File: config.mk
export PLATFORM = sky130hd
export DESIGN_NAME = rsb_bridge
export DESIGN_NICKNAME = d
export VERILOG_FILES = /design/src/core/rsb_pkg.sv /design/src/core/rsb_bridge.sv
export SDC_FILE = /design/constraint.sdc
export NUM_CORES = 1
export LEC_CHECK = 0
export BUFFER_PORTS_ARGS = -buffer_cell sky130_fd_sc_hd__buf_2
export CAP_MARGIN = 20
export CORE_MARGIN = 5
export CORE_UTILIZATION = 59
export CTS_CLUSTER_DIAMETER = 50
export DETAILED_ROUTE_END_ITERATION = 8
export PLACE_DENSITY = 0.87
export REMOVE_ABC_BUFFERS = 1
export SLEW_MARGIN = 15
export SYNTH_ARGS = -nofsm -noshare
export SYNTH_HDL_FRONTEND = slang
export SYNTH_SLANG_ARGS = --single-unit
export TNS_END_PERCENT = 5
File: constraint.sdc
create_clock -name clk_in -period 3.98 [get_ports clk_in]
set_input_delay 0.796 -clock clk_in [delete_from_list [all_inputs] [get_ports clk_in]]
set_output_delay 0.796 -clock clk_in [all_outputs]
set_load 0.1 [all_outputs]
File: src/core/rsb_pkg.sv
// Purpose: Shared constants, state type and register map of the RGB serial
//          link bridge.
// Assumes: 200 MHz core clock; the link clock is sampled, not used as clock.
// Notes:   Word layout, register offsets and timing counts live here only.
//
// Summary of operation
// - Transmit mode serializes each pixel word over one, two or three lanes.
// - Receive mode recovers pixel words and control bits from up to three lanes.
// - Bits per lane per pixel are thirty, fifteen or ten for one to three lanes.
// - Parallel side has 24 colour bits, low syncs and high pixel-valid.
// - Two auxiliary bits travel from transmitter inputs to receiver outputs.
// - Shutdown low keeps the whole link and parallel side inactive.
// - With shutdown high, standby moves to active once a running clock appears.
// - Transmitter adds odd parity over colour, syncs and pixel-valid.
// - Receiver checks odd parity per word and raises the parity error output.
// - On a parity failure the last good pixel is repeated on the outputs.
// - Receive mode reports the frame mixing input in status; pixels pass unchanged.
// - Two timing methods: pixel-referenced with gaps, bit clock without overhead.
// - Parallel and lane order reverse between transmit and receive.
// - Two pinout selects mirror parallel bit order and lane order.

package rsb_pkg;

  // Clock and link timing.
  localparam int CLK_PERIOD_NS = 5;
  localparam int BIT_HALF_NS   = 40;
  localparam int BIT_HALF_CYC  = (BIT_HALF_NS / CLK_PERIOD_NS < 1) ? 1 :
                                 BIT_HALF_NS / CLK_PERIOD_NS;
  localparam int GAP_MIN_NS    = 120;
  localparam int GAP_MIN_CYC   = (GAP_MIN_NS + CLK_PERIOD_NS - 1) /
                                 CLK_PERIOD_NS;
  localparam int LOSS_NS       = 1000;
  localparam int LOSS_CYC      = (LOSS_NS + CLK_PERIOD_NS - 1) / CLK_PERIOD_NS;
  localparam logic [2:0] TX_GAP_HALVES = 3'h4;

  // Serial word layout.
  localparam int WORD_W  = 30;
  localparam int RGB_LSB = 0;
  localparam int HS_POS  = 24;
  localparam int VS_POS  = 25;
  localparam int PV_POS  = 26;
  localparam int AUX_LSB = 27;
  localparam int PAR_POS = 29;

  // Register byte offsets.
  localparam logic [7:0] REG_CTRL     = 8'h00;
  localparam logic [7:0] REG_STATUS   = 8'h04;
  localparam logic [7:0] REG_IRQ_STAT = 8'h08;
  localparam logic [7:0] REG_IRQ_EN   = 8'h0C;
  localparam logic [7:0] REG_IRQ_CLR  = 8'h10;
  localparam logic [7:0] REG_ERR_CNT  = 8'h14;

  // Interrupt bit positions and reset values.
  localparam int IRQ_W    = 3;
  localparam int IRQ_PAR  = 0;
  localparam int IRQ_UP   = 1;
  localparam int IRQ_DOWN = 2;
  localparam logic             CTRL_EN_RST = 1'b1;
  localparam logic [IRQ_W-1:0] IRQ_EN_RST  = 3'h0;

  // Idle values of the parallel outputs.
  localparam logic [23:0] RGB_IDLE = 24'h00_0000;
  localparam logic        SYNC_IDLE = 1'b1;

  // Power states.
  typedef enum logic [2:0] {
    ST_OFF  = 3'b001,
    ST_STBY = 3'b010,
    ST_ACT  = 3'b100
  } rsb_pwr_e;

endpackage : rsb_pkg

File: src/core/rsb_bridge.sv
// Purpose: Serializer or deserializer between a parallel RGB port and up to
//          three serial lanes plus a lane clock, with a Wishbone slave.
// Assumes: All pins except reset and the Wishbone bus are asynchronous to clk_in and pass two flip-flops.
// Notes:   The lane clock is sampled by clk_in; bit period is 80 ns.
`timescale 1ns/1ps
`default_nettype none

module rsb_bridge
  import rsb_pkg::*;
(
  input  wire logic        clk_in,
  input  wire logic        nrst_in,
  input  wire logic        wb_cyc_in,
  input  wire logic        wb_stb_in,
  input  wire logic        wb_we_in,
  input  wire logic [7:0]  wb_adr_in,
  input  wire logic [31:0] wb_dat_in,
  input  wire logic [3:0]  wb_sel_in,
  output logic      [31:0] wb_dat_out,
  output logic             wb_ack_out,
  output logic             irq_out,
  input  wire logic        shutdown_n_in,
  input  wire logic        tx_mode_in,
  input  wire logic [1:0]  lane_sel_in,
  input  wire logic [1:0]  pinout_sel_in,
  input  wire logic        frame_mix_in,
  input  wire logic        bit_clk_mode_in,
  input  wire logic        pclk_in,
  input  wire logic        link_clk_in,
  input  wire logic [2:0]  link_data_in,
  input  wire logic [23:0] rgb_in,
  input  wire logic        hsync_n_in,
  input  wire logic        vsync_n_in,
  input  wire logic        pixel_valid_in,
  input  wire logic [1:0]  aux_in,
  output logic             link_clk_out,
  output logic      [2:0]  link_data_out,
  output logic      [23:0] rgb_out,
  output logic             hsync_n_out,
  output logic             vsync_n_out,
  output logic             pixel_valid_out,
  output logic      [1:0]  aux_out,
  output logic             parity_error_out
);

  // Lane count from the lane select code; zero means one lane.
  function automatic logic [1:0] lanes_of(input logic [1:0] sel);
    lanes_of = (sel == 2'h0) ? 2'h1 : sel;
  endfunction : lanes_of

  // Last slot index of a word for a lane count.
  function automatic logic [4:0] last_slot(input logic [1:0] n);
    unique case (n)
      2'h2:    last_slot = 5'h0E;
      2'h3:    last_slot = 5'h09;
      default: last_slot = 5'h1D;
    endcase
  endfunction : last_slot

  // Drops the bits already sent on the active lanes.
  function automatic logic [29:0] shr(input logic [29:0] x,
                                      input logic [1:0] n);
    unique case (n)
      2'h2:    shr = {2'h0, x[29:2]};
      2'h3:    shr = {3'h0, x[29:3]};
      default: shr = {1'h0, x[29:1]};
    endcase
  endfunction : shr

  // Inserts the bits of the active lanes at the top of the word.
  function automatic logic [29:0] ins(input logic [29:0] x,
                                      input logic [2:0] d,
                                      input logic [1:0] n);
    unique case (n)
      2'h2:    ins = {d[1:0], x[29:2]};
      2'h3:    ins = {d, x[29:3]};
      default: ins = {d[0], x[29:1]};
    endcase
  endfunction : ins

  // Mirrors a parallel colour bus.
  function automatic logic [23:0] rev24(input logic [23:0] x);
    for (int i = 0; i < 24; i++) begin
      rev24[i] = x[23-i];
    end
  endfunction : rev24

  // Two-stage synchroniser for every pin input except reset and the Wishbone bus.
  localparam int SW = 42;
  logic [SW-1:0] s1_q;
  logic [SW-1:0] s2_q;
  logic          shut_n_s, tx_s, fmix_s, bitm_s, pclk_s, lclk_s;
  logic          hs_s, vs_s, pv_s;
  logic [1:0]    lsel_s, psel_s, aux_s;
  logic [2:0]    ldat_s;
  logic [23:0]   rgb_s;
  always_ff @(posedge clk_in) begin
    if (!nrst_in) begin
      s1_q <= '0;
      s2_q <= '0;
    end else begin
      s1_q <= {shutdown_n_in, tx_mode_in, lane_sel_in, pinout_sel_in,
               frame_mix_in, bit_clk_mode_in, pclk_in, link_clk_in,
               link_data_in, rgb_in, hsync_n_in, vsync_n_in,
               pixel_valid_in, aux_in};
      s2_q <= s1_q;
    end
  end
  assign {shut_n_s, tx_s, lsel_s, psel_s, fmix_s, bitm_s, pclk_s, lclk_s,
          ldat_s, rgb_s, hs_s, vs_s, pv_s, aux_s} = s2_q;

  // Clock edge detection and mode decoding.
  logic       pclk_d_q, lclk_d_q;
  logic [1:0] nl;
  logic [4:0] slot_end;
  logic       pclk_rise, lclk_rise, act_edge, par_rev, lane_rev;
  assign pclk_rise = pclk_s & ~pclk_d_q;
  assign lclk_rise = lclk_s & ~lclk_d_q;
  assign act_edge  = tx_s ? pclk_rise : lclk_rise;
  assign nl        = lanes_of(lsel_s);
  assign slot_end  = last_slot(nl);
  assign par_rev   = psel_s[0] ^ ~tx_s;
  assign lane_rev  = psel_s[1] ^ ~tx_s;

  // Power state machine driven by shutdown and clock activity.
  rsb_pwr_e st_q, st_d;
  logic     ctrl_en_q;
  logic [8:0] idle_q;
  logic     loss, active, tx_on, rx_on;
  assign loss   = (idle_q >= 9'(LOSS_CYC));
  assign active = (st_q == ST_ACT);
  assign tx_on  = active & tx_s;
  assign rx_on  = active & ~tx_s;
  always_comb begin
    st_d = st_q;
    unique case (st_q)
      ST_OFF:  st_d = ST_STBY;
      ST_STBY: if (act_edge && ctrl_en_q) st_d = ST_ACT;
      ST_ACT:  if (loss || !ctrl_en_q) st_d = ST_STBY;
      default: st_d = ST_OFF;
    endcase
    if (!shut_n_s) st_d = ST_OFF;
  end
  always_ff @(posedge clk_in) begin
    if (!nrst_in) begin
      st_q     <= ST_OFF;
      idle_q   <= '0;
      pclk_d_q <= 1'b0;
      lclk_d_q <= 1'b0;
    end else begin
      st_q     <= st_d;
      idle_q   <= act_edge ? 9'h000 : (loss ? idle_q : idle_q + 9'h001);
      pclk_d_q <= pclk_s;
      lclk_d_q <= lclk_s;
    end
  end

  // Transmit word assembly with odd parity.
  logic [23:0] tx_rgb;
  logic [26:0] tx_body;
  logic [29:0] tx_word_q, tx_sh_q;
  assign tx_rgb  = par_rev ? rev24(rgb_s) : rgb_s;
  assign tx_body = {pv_s, vs_s, hs_s, tx_rgb};
  always_ff @(posedge clk_in) begin
    if (!nrst_in) begin
      tx_word_q <= '0;
    end else if (tx_s && pclk_rise && st_d == ST_ACT) begin
      // The waking edge also latches, so the first load is a real pixel.
      tx_word_q <= {~^tx_body, aux_s, tx_body};
    end
  end

  // Transmit engine: half-bit divider, lane clock and shifter.
  logic [7:0] tx_half_q;
  logic [4:0] tx_slot_q;
  logic [2:0] tx_gap_q;
  logic       tx_run_q, lclk_q, tx_tick, tx_fall, tx_load;
  assign tx_tick = (tx_half_q == 8'(BIT_HALF_CYC - 1));
  assign tx_fall = tx_tick & tx_run_q & lclk_q;
  assign tx_load = tx_on & tx_tick &
                   ((!tx_run_q && tx_gap_q == 3'h0) ||
                    (tx_fall && tx_slot_q == slot_end && bitm_s));
  always_ff @(posedge clk_in) begin
    if (!nrst_in || !tx_on) begin
      tx_half_q <= '0;
      tx_slot_q <= '0;
      tx_gap_q  <= '0;
      tx_run_q  <= 1'b0;
      lclk_q    <= 1'b0;
      tx_sh_q   <= '0;
    end else if (tx_tick) begin
      tx_half_q <= '0;
      if (tx_load) begin
        tx_sh_q   <= tx_word_q;
        tx_slot_q <= '0;
        tx_run_q  <= 1'b1;
        lclk_q    <= 1'b0;
      end else if (tx_gap_q != 3'h0) begin
        tx_gap_q <= tx_gap_q - 3'h1;
      end else if (!lclk_q) begin
        lclk_q <= 1'b1;
      end else begin
        lclk_q <= 1'b0;
        if (tx_slot_q == slot_end) begin
          tx_run_q <= 1'b0;
          tx_gap_q <= TX_GAP_HALVES;
        end else begin
          tx_sh_q   <= shr(tx_sh_q, nl);
          tx_slot_q <= tx_slot_q + 5'h01;
        end
      end
    end else begin
      tx_half_q <= tx_half_q + 8'h01;
    end
  end

  // Active lanes of the shifter, mirrored as the pinout asks.
  logic [2:0] lane_mask, lane_bits, lane_pin, rx_lanes;
  assign lane_mask = (nl == 2'h3) ? 3'h7 : ((nl == 2'h2) ? 3'h3 : 3'h1);
  assign lane_bits = tx_run_q ? (tx_sh_q[2:0] & lane_mask) : 3'h0;
  assign lane_pin  = lane_rev ? {lane_bits[0], lane_bits[1], lane_bits[2]}
                              : lane_bits;
  assign rx_lanes  = lane_rev ? {ldat_s[0], ldat_s[1], ldat_s[2]} : ldat_s;

  // Receive deserializer with gap framing in pixel-referenced mode.
  logic [29:0] rx_sh_q, rx_word;
  logic [4:0]  rx_cnt_q;
  logic        rx_done, par_ok, rx_gap;
  assign rx_word = ins(rx_sh_q, rx_lanes, nl);
  assign rx_done = rx_on & lclk_rise & (rx_cnt_q == slot_end);
  assign par_ok  = ^{rx_word[PAR_POS], rx_word[PV_POS:0]};
  assign rx_gap  = ~bitm_s & (idle_q >= 9'(GAP_MIN_CYC));
  always_ff @(posedge clk_in) begin
    if (!nrst_in || !rx_on) begin
      rx_sh_q  <= '0;
      rx_cnt_q <= '0;
    end else if (lclk_rise) begin
      rx_sh_q  <= rx_word;
      rx_cnt_q <= (rx_cnt_q == slot_end) ? 5'h00 : rx_cnt_q + 5'h01;
    end else if (rx_gap) begin
      rx_cnt_q <= '0;
    end
  end

  // Parallel outputs; a failed word leaves the last good pixel standing.
  logic [23:0] rgb_q;
  logic        hs_q, vs_q, pv_q, perr_q;
  logic [1:0]  aux_q;
  logic [15:0] err_cnt_q;
  always_ff @(posedge clk_in) begin
    if (!nrst_in || !rx_on) begin
      rgb_q  <= RGB_IDLE;
      hs_q   <= SYNC_IDLE;
      vs_q   <= SYNC_IDLE;
      pv_q   <= 1'b0;
      aux_q  <= 2'h0;
      perr_q <= 1'b0;
    end else if (rx_done) begin
      perr_q <= ~par_ok;
      if (par_ok) begin
        // Frame mixing passes pixels unchanged.
        rgb_q <= par_rev ? rev24(rx_word[23:RGB_LSB])
                         : rx_word[23:RGB_LSB];
        hs_q  <= rx_word[HS_POS];
        vs_q  <= rx_word[VS_POS];
        pv_q  <= rx_word[PV_POS];
        aux_q <= rx_word[AUX_LSB+1:AUX_LSB];
      end
    end
  end

  // Wishbone slave: one wait state, writes land on the acknowledged edge.
  logic        req, wr_fire, ack_q;
  logic [31:0] rd_d, rd_q;
  logic [IRQ_W-1:0] irq_st_q, irq_st_d, irq_en_q, irq_ev, irq_clr;
  logic        irq_q, lane_clk_q;
  logic [2:0]  lane_q;
  assign req     = wb_cyc_in & wb_stb_in;
  assign wr_fire = req & wb_we_in & ack_q & wb_sel_in[0];
  assign irq_clr = (wr_fire && wb_adr_in == REG_IRQ_CLR) ?
                   wb_dat_in[IRQ_W-1:0] : '0;
  assign irq_ev  = {active & (st_d != ST_ACT), ~active & (st_d == ST_ACT),
                    rx_done & ~par_ok};
  assign irq_st_d = (irq_st_q & ~irq_clr) | irq_ev;         // set wins
  always_comb begin
    unique case (wb_adr_in)
      REG_CTRL:     rd_d = {31'h0000_0000, ctrl_en_q};
      REG_STATUS:   rd_d = {23'h00_0000, perr_q, fmix_s, bitm_s, tx_s,
                            nl, st_q};
      REG_IRQ_STAT: rd_d = {29'h0000_0000, irq_st_q};
      REG_IRQ_EN:   rd_d = {29'h0000_0000, irq_en_q};
      REG_ERR_CNT:  rd_d = {16'h0000, err_cnt_q};
      default:      rd_d = 32'h0000_0000;
    endcase
  end
  always_ff @(posedge clk_in) begin
    if (!nrst_in) begin
      ack_q      <= 1'b0;
      rd_q       <= '0;
      ctrl_en_q  <= CTRL_EN_RST;
      irq_en_q   <= IRQ_EN_RST;
      irq_st_q   <= '0;
      irq_q      <= 1'b0;
      err_cnt_q  <= '0;
      lane_q     <= '0;
      lane_clk_q <= 1'b0;
    end else begin
      ack_q     <= req & ~ack_q;
      rd_q      <= (req && !ack_q) ? rd_d : rd_q;
      if (wr_fire && wb_adr_in == REG_CTRL) ctrl_en_q <= wb_dat_in[0];
      if (wr_fire && wb_adr_in == REG_IRQ_EN)
        irq_en_q <= wb_dat_in[IRQ_W-1:0];
      irq_st_q   <= irq_st_d;
      irq_q      <= |(irq_st_d & irq_en_q);
      err_cnt_q  <= err_cnt_q + {15'h0000, rx_done & ~par_ok};
      lane_q     <= tx_on ? lane_pin : 3'h0;
      lane_clk_q <= tx_on & lclk_q;
    end
  end

  assign wb_ack_out       = ack_q;
  assign wb_dat_out       = rd_q;
  assign irq_out          = irq_q;
  assign link_clk_out     = lane_clk_q;
  assign link_data_out    = lane_q;
  assign rgb_out          = rgb_q;
  assign hsync_n_out      = hs_q;
  assign vsync_n_out      = vs_q;
  assign pixel_valid_out  = pv_q;
  assign aux_out          = aux_q;
  assign parity_error_out = perr_q;
endmodule : rsb_bridge

`default_nettype wire

==> results_dict.tcl <==
set metrics [dict create \
    drt_iter0_markers 908 \
    hold_buffers 0 \
    synth_common_cells "dfxtp_1 (285), nor2_1 (265), nand2_1 (130)" \
    insertion_delay_ns 0.56 \
    grt_pass1_vias 10837 \
    crit_fanout 7 \
    required_ns 4.42 \
    design_area_sq_um 15300 \
    synth_top_area_share_pct 42.6 \
    cp.arrival_ns 4.36 \
    firstDrtPassIters 5 \
    reg2reg_from "s2_q[38]$_SDFF_PN0_" \
    critPathLaunchType "flip-flop" \
    ys_seq_area_share_pct 42.6 \
    whs_ns 0.429 \
    ff2ff_setup_slack_ns 0.06 \
    synth_area_sq_um 13400 \
    yosysMostFrequentCell "dfxtp_1" \
    drt-total-wl_um 32100 \
    die_h_um 161 \
    cts_max_path_buffers 3 \
    drc 0 \
    die_area_sq_um 25800 \
    die_x_um 161 \
    crit_type "reg -> reg" \
    vias 11353 \
    outcome "finished clean" \
    cts_tree "done" \
    start_util_pct 59.6 \
    grt_overflow 0 \
    row_count 55 \
    layout.nets 1711 \
    r2r-end "err_cnt_q[6]$_SDFF_PN0_" \
    grt_usage_pct 23.4 \
    worst_pin_slew_ns 0.957 \
    yosysWarnings 0 \
    grt_pass1_wl_um 52000 \
    period_share_pct 98.6 \
    synth_seq_cells 285 \
    cts-buffers-inserted 30 \
    core_area_sq_um 22500 \
    max_freq_ghz 0.255 \
    finalSetupViolations 0 \
    post-synth-top-area-cell "dfxtp_1" \
    final_hold_viol_count 0 \
    antenna_found_initial 0 \
    layout_min_cycle_time_ns 3.92 \
    port_buffers 110 \
    ir_worst_vdd_mv 0.346 \
    hp-class "reg -> reg" \
    power_density_nw_per_um2 422 \
    synth.area.top_cells "dfxtp_1 (43%), nor2_1 (7.4%), mux2i_1 (5.7%)" \
    clk_pin_slew_worst_paths_ns 0.07 \
    cap_violations 0 \
    synth-edff-count 0 \
    reg2reg_depth 14 \
    synth-async-reset-ratio_pct 0 \
    cp-end-kind "flip-flop" \
    viasPerCell 5.92 \
    drv_slew 0 \
    cts.htree.levels 1 \
    cts_root_buf "clkbuf_16" \
    drive_above_1_share_pct 16.6 \
    antenna_cells 0 \
    wire_per_inst_um 16.7 \
    p_leak_nw 5.40 \
    synthDistinctLibCells 73 \
    syn_to_final_growth_pct 13.8 \
    syn_area_per_cell_sq_um 8.64 \
    ant_nets 0 \
    tns_ns 0 \
    ioPinCount 159 \
    place_area_sq_um 14100 \
    slew_headroom_pct 36.2 \
    clkSinkCount 285 \
    skew_ns 0.0171 \
    synth_top_flop_cell "dfxtp_1" \
    gp_congestion 0.848 \
    hpwlAfterDp_um 20400 \
    worstSetupEndpoint "err_cnt_q[6]$_SDFF_PN0_" \
    postSynthCellCount 1551 \
    grt_max_degree 65 \
    crit_start "s2_q[38]$_SDFF_PN0_" \
]
==> registers in the layout, indices dropped and copies added, names as in the netlist, 3 cells and up <==
name,flops
rx_cnt_q,5
idle_q,9
link_data_out,3
rx_sh_q,29
wb_dat_out,16
tx_slot_q,5
irq_en_q,3
s1_q,42
st_q,3
rgb_out,24
tx_gap_q,3
tx_half_q,8
tx_sh_q,30
tx_word_q,30
irq_st_q,3
s2_q,42
err_cnt_q,16
==> worst min path at each step <==
| stage | start | end | slack [ns] | cells past startpoint |
|---|---|---|---|---|
| floorplan | s1_q[0]$_SDFF_PN0_ | s2_q[0]$_SDFF_PN0_ | 0.41 | 1 |
| global placement | s1_q[34]$_SDFF_PN0_ | s2_q[34]$_SDFF_PN0_ | 0.42 | 1 |
| detailed placement | s1_q[35]$_SDFF_PN0_ | s2_q[35]$_SDFF_PN0_ | 0.42 | 1 |
| CTS | aux_in[1] | s1_q[1]$_SDFF_PN0_ | 0.43 | 2 |
| global route | rgb_in[16] | s1_q[21]$_SDFF_PN0_ | 0.44 | 2 |
| finish | s1_q[0]$_SDFF_PN0_ | s2_q[0]$_SDFF_PN0_ | 0.43 | 1 |
==> through the flow <==
| stage | std cells | utilization (%) | setup slack [ns] | power, mW |
|---|---|---|---|---|
| after floorplan | 1431 | - | -2.87 | 3.33 |
| after global placement | 1860 | 62.6 | 0.158 | 3.45 |
| after detailed placement | 1860 | 62.6 | 0.0987 | 3.47 |
| after CTS | 1915 | 67.4 | 0.0221 | 6.46 |
| after global routing | 1919 | 67.8 | -0.0867 | 6.65 |
| final | 1919 | 67.8 | 0.0564 | 6.44 |
==> metal layers <==
| layer | share of wire [%] | wire length, um | global-route usage, % |
|---|---|---|---|
| met5 | 0 | 0 | 0 |
| met4 | 3.0 | 962 | 9.46 |
| met3 | 6.9 | 2220 | 3.23 |
| met2 | 48 | 15500 | 39.2 |
| met1 | 42 | 13400 | 30.6 |
==> critical path: stages (launching register included) <==
cell and delay [ns]:
dfxtp_4 0.44, clkbuf_4 0.25, mux2i_1 0.25, a21oi_2 0.11, xor2_1 0.27, xnor3_1 0.46
xnor3_2 0.31, xor3_2 0.49, nor2_2 0.14, ha_2 0.24, ha_4 0.18, and3_1 0.21
nand3_1 0.13, xor2_1 0.24, nor2_1 0.06
==> where the power goes <==
part / leakage, nW / switching, mW / internal [mW] / total, mW
registers: 2.32 / 0.0334 / 2.90 / 2.93
clock network: 0.538 / 1.15 / 1.87 / 3.02
logic: 2.55 / 0.321 / 0.172 / 0.493
==> what timing repair did <==
item / CTS / global route
hold endpoints to repair: 0 / 0
setup buffers: 1 / 3
pin swaps: 0 / 1
resized for setup: 0 / 7
endpoints found under the setup margin: 1 / 2
==> area by class of cell <==
class	instances	area [sq um]
Clock inverter	14	213
Clock buffer	40	880
Tap cell	285	357
Fill cell	1586	7240
Multi-Input combinational cell	1137	7150
Inverter	9	33.8
Timing Repair Buffer	149	913
Sequential cell	285	5710
==> cells in the final DEF (no fill, tap or decap), types with 4 or more instances in the layout <==
cell / count
dfxtp_1: 283
nor2_1: 264
nand2_1: 130
a21oi_1: 126
buf_2: 110
and2_1: 95
mux2i_1: 75
a211oi_1: 67
xnor2_1: 41
buf_4: 32
xor2_1: 31
clkbuf_16: 31
nand3_1: 30
o21ai_0: 25
a311oi_1: 25
a211oi_2: 19
a21oi_2: 18
conb_1: 16
nor3_1: 15
a22oi_1: 12
and3_1: 10
inv_1: 8
nand2b_1: 8
nand3b_1: 8
or3_1: 8
nand4_1: 8
clkbuf_8: 7
ha_1: 6
nor2b_1: 5
o2111ai_1: 5
o211ai_1: 5
bufinv_16: 5
buf_12: 5
nor3b_1: 4
o22ai_1: 4
clkinv_2: 4
==> cells by family (layout without fill, tap and decap cells) <==
logic type	after synthesis	in the layout	share of synthesized area, %
buffers and inverters	144	212	5.12
multiplexers	88	88	6.94
flip-flops	285	285	42.6
AO/OA/AOI/OAI	335	335	17.5
other	1	16	0.0280
XOR/XNOR	80	80	5.88
AND/OR/NAND/NOR	610	610	21.2
adder cells (fa/ha/maj)	8	8	0.747
Power figures use the tool's default switching activity.
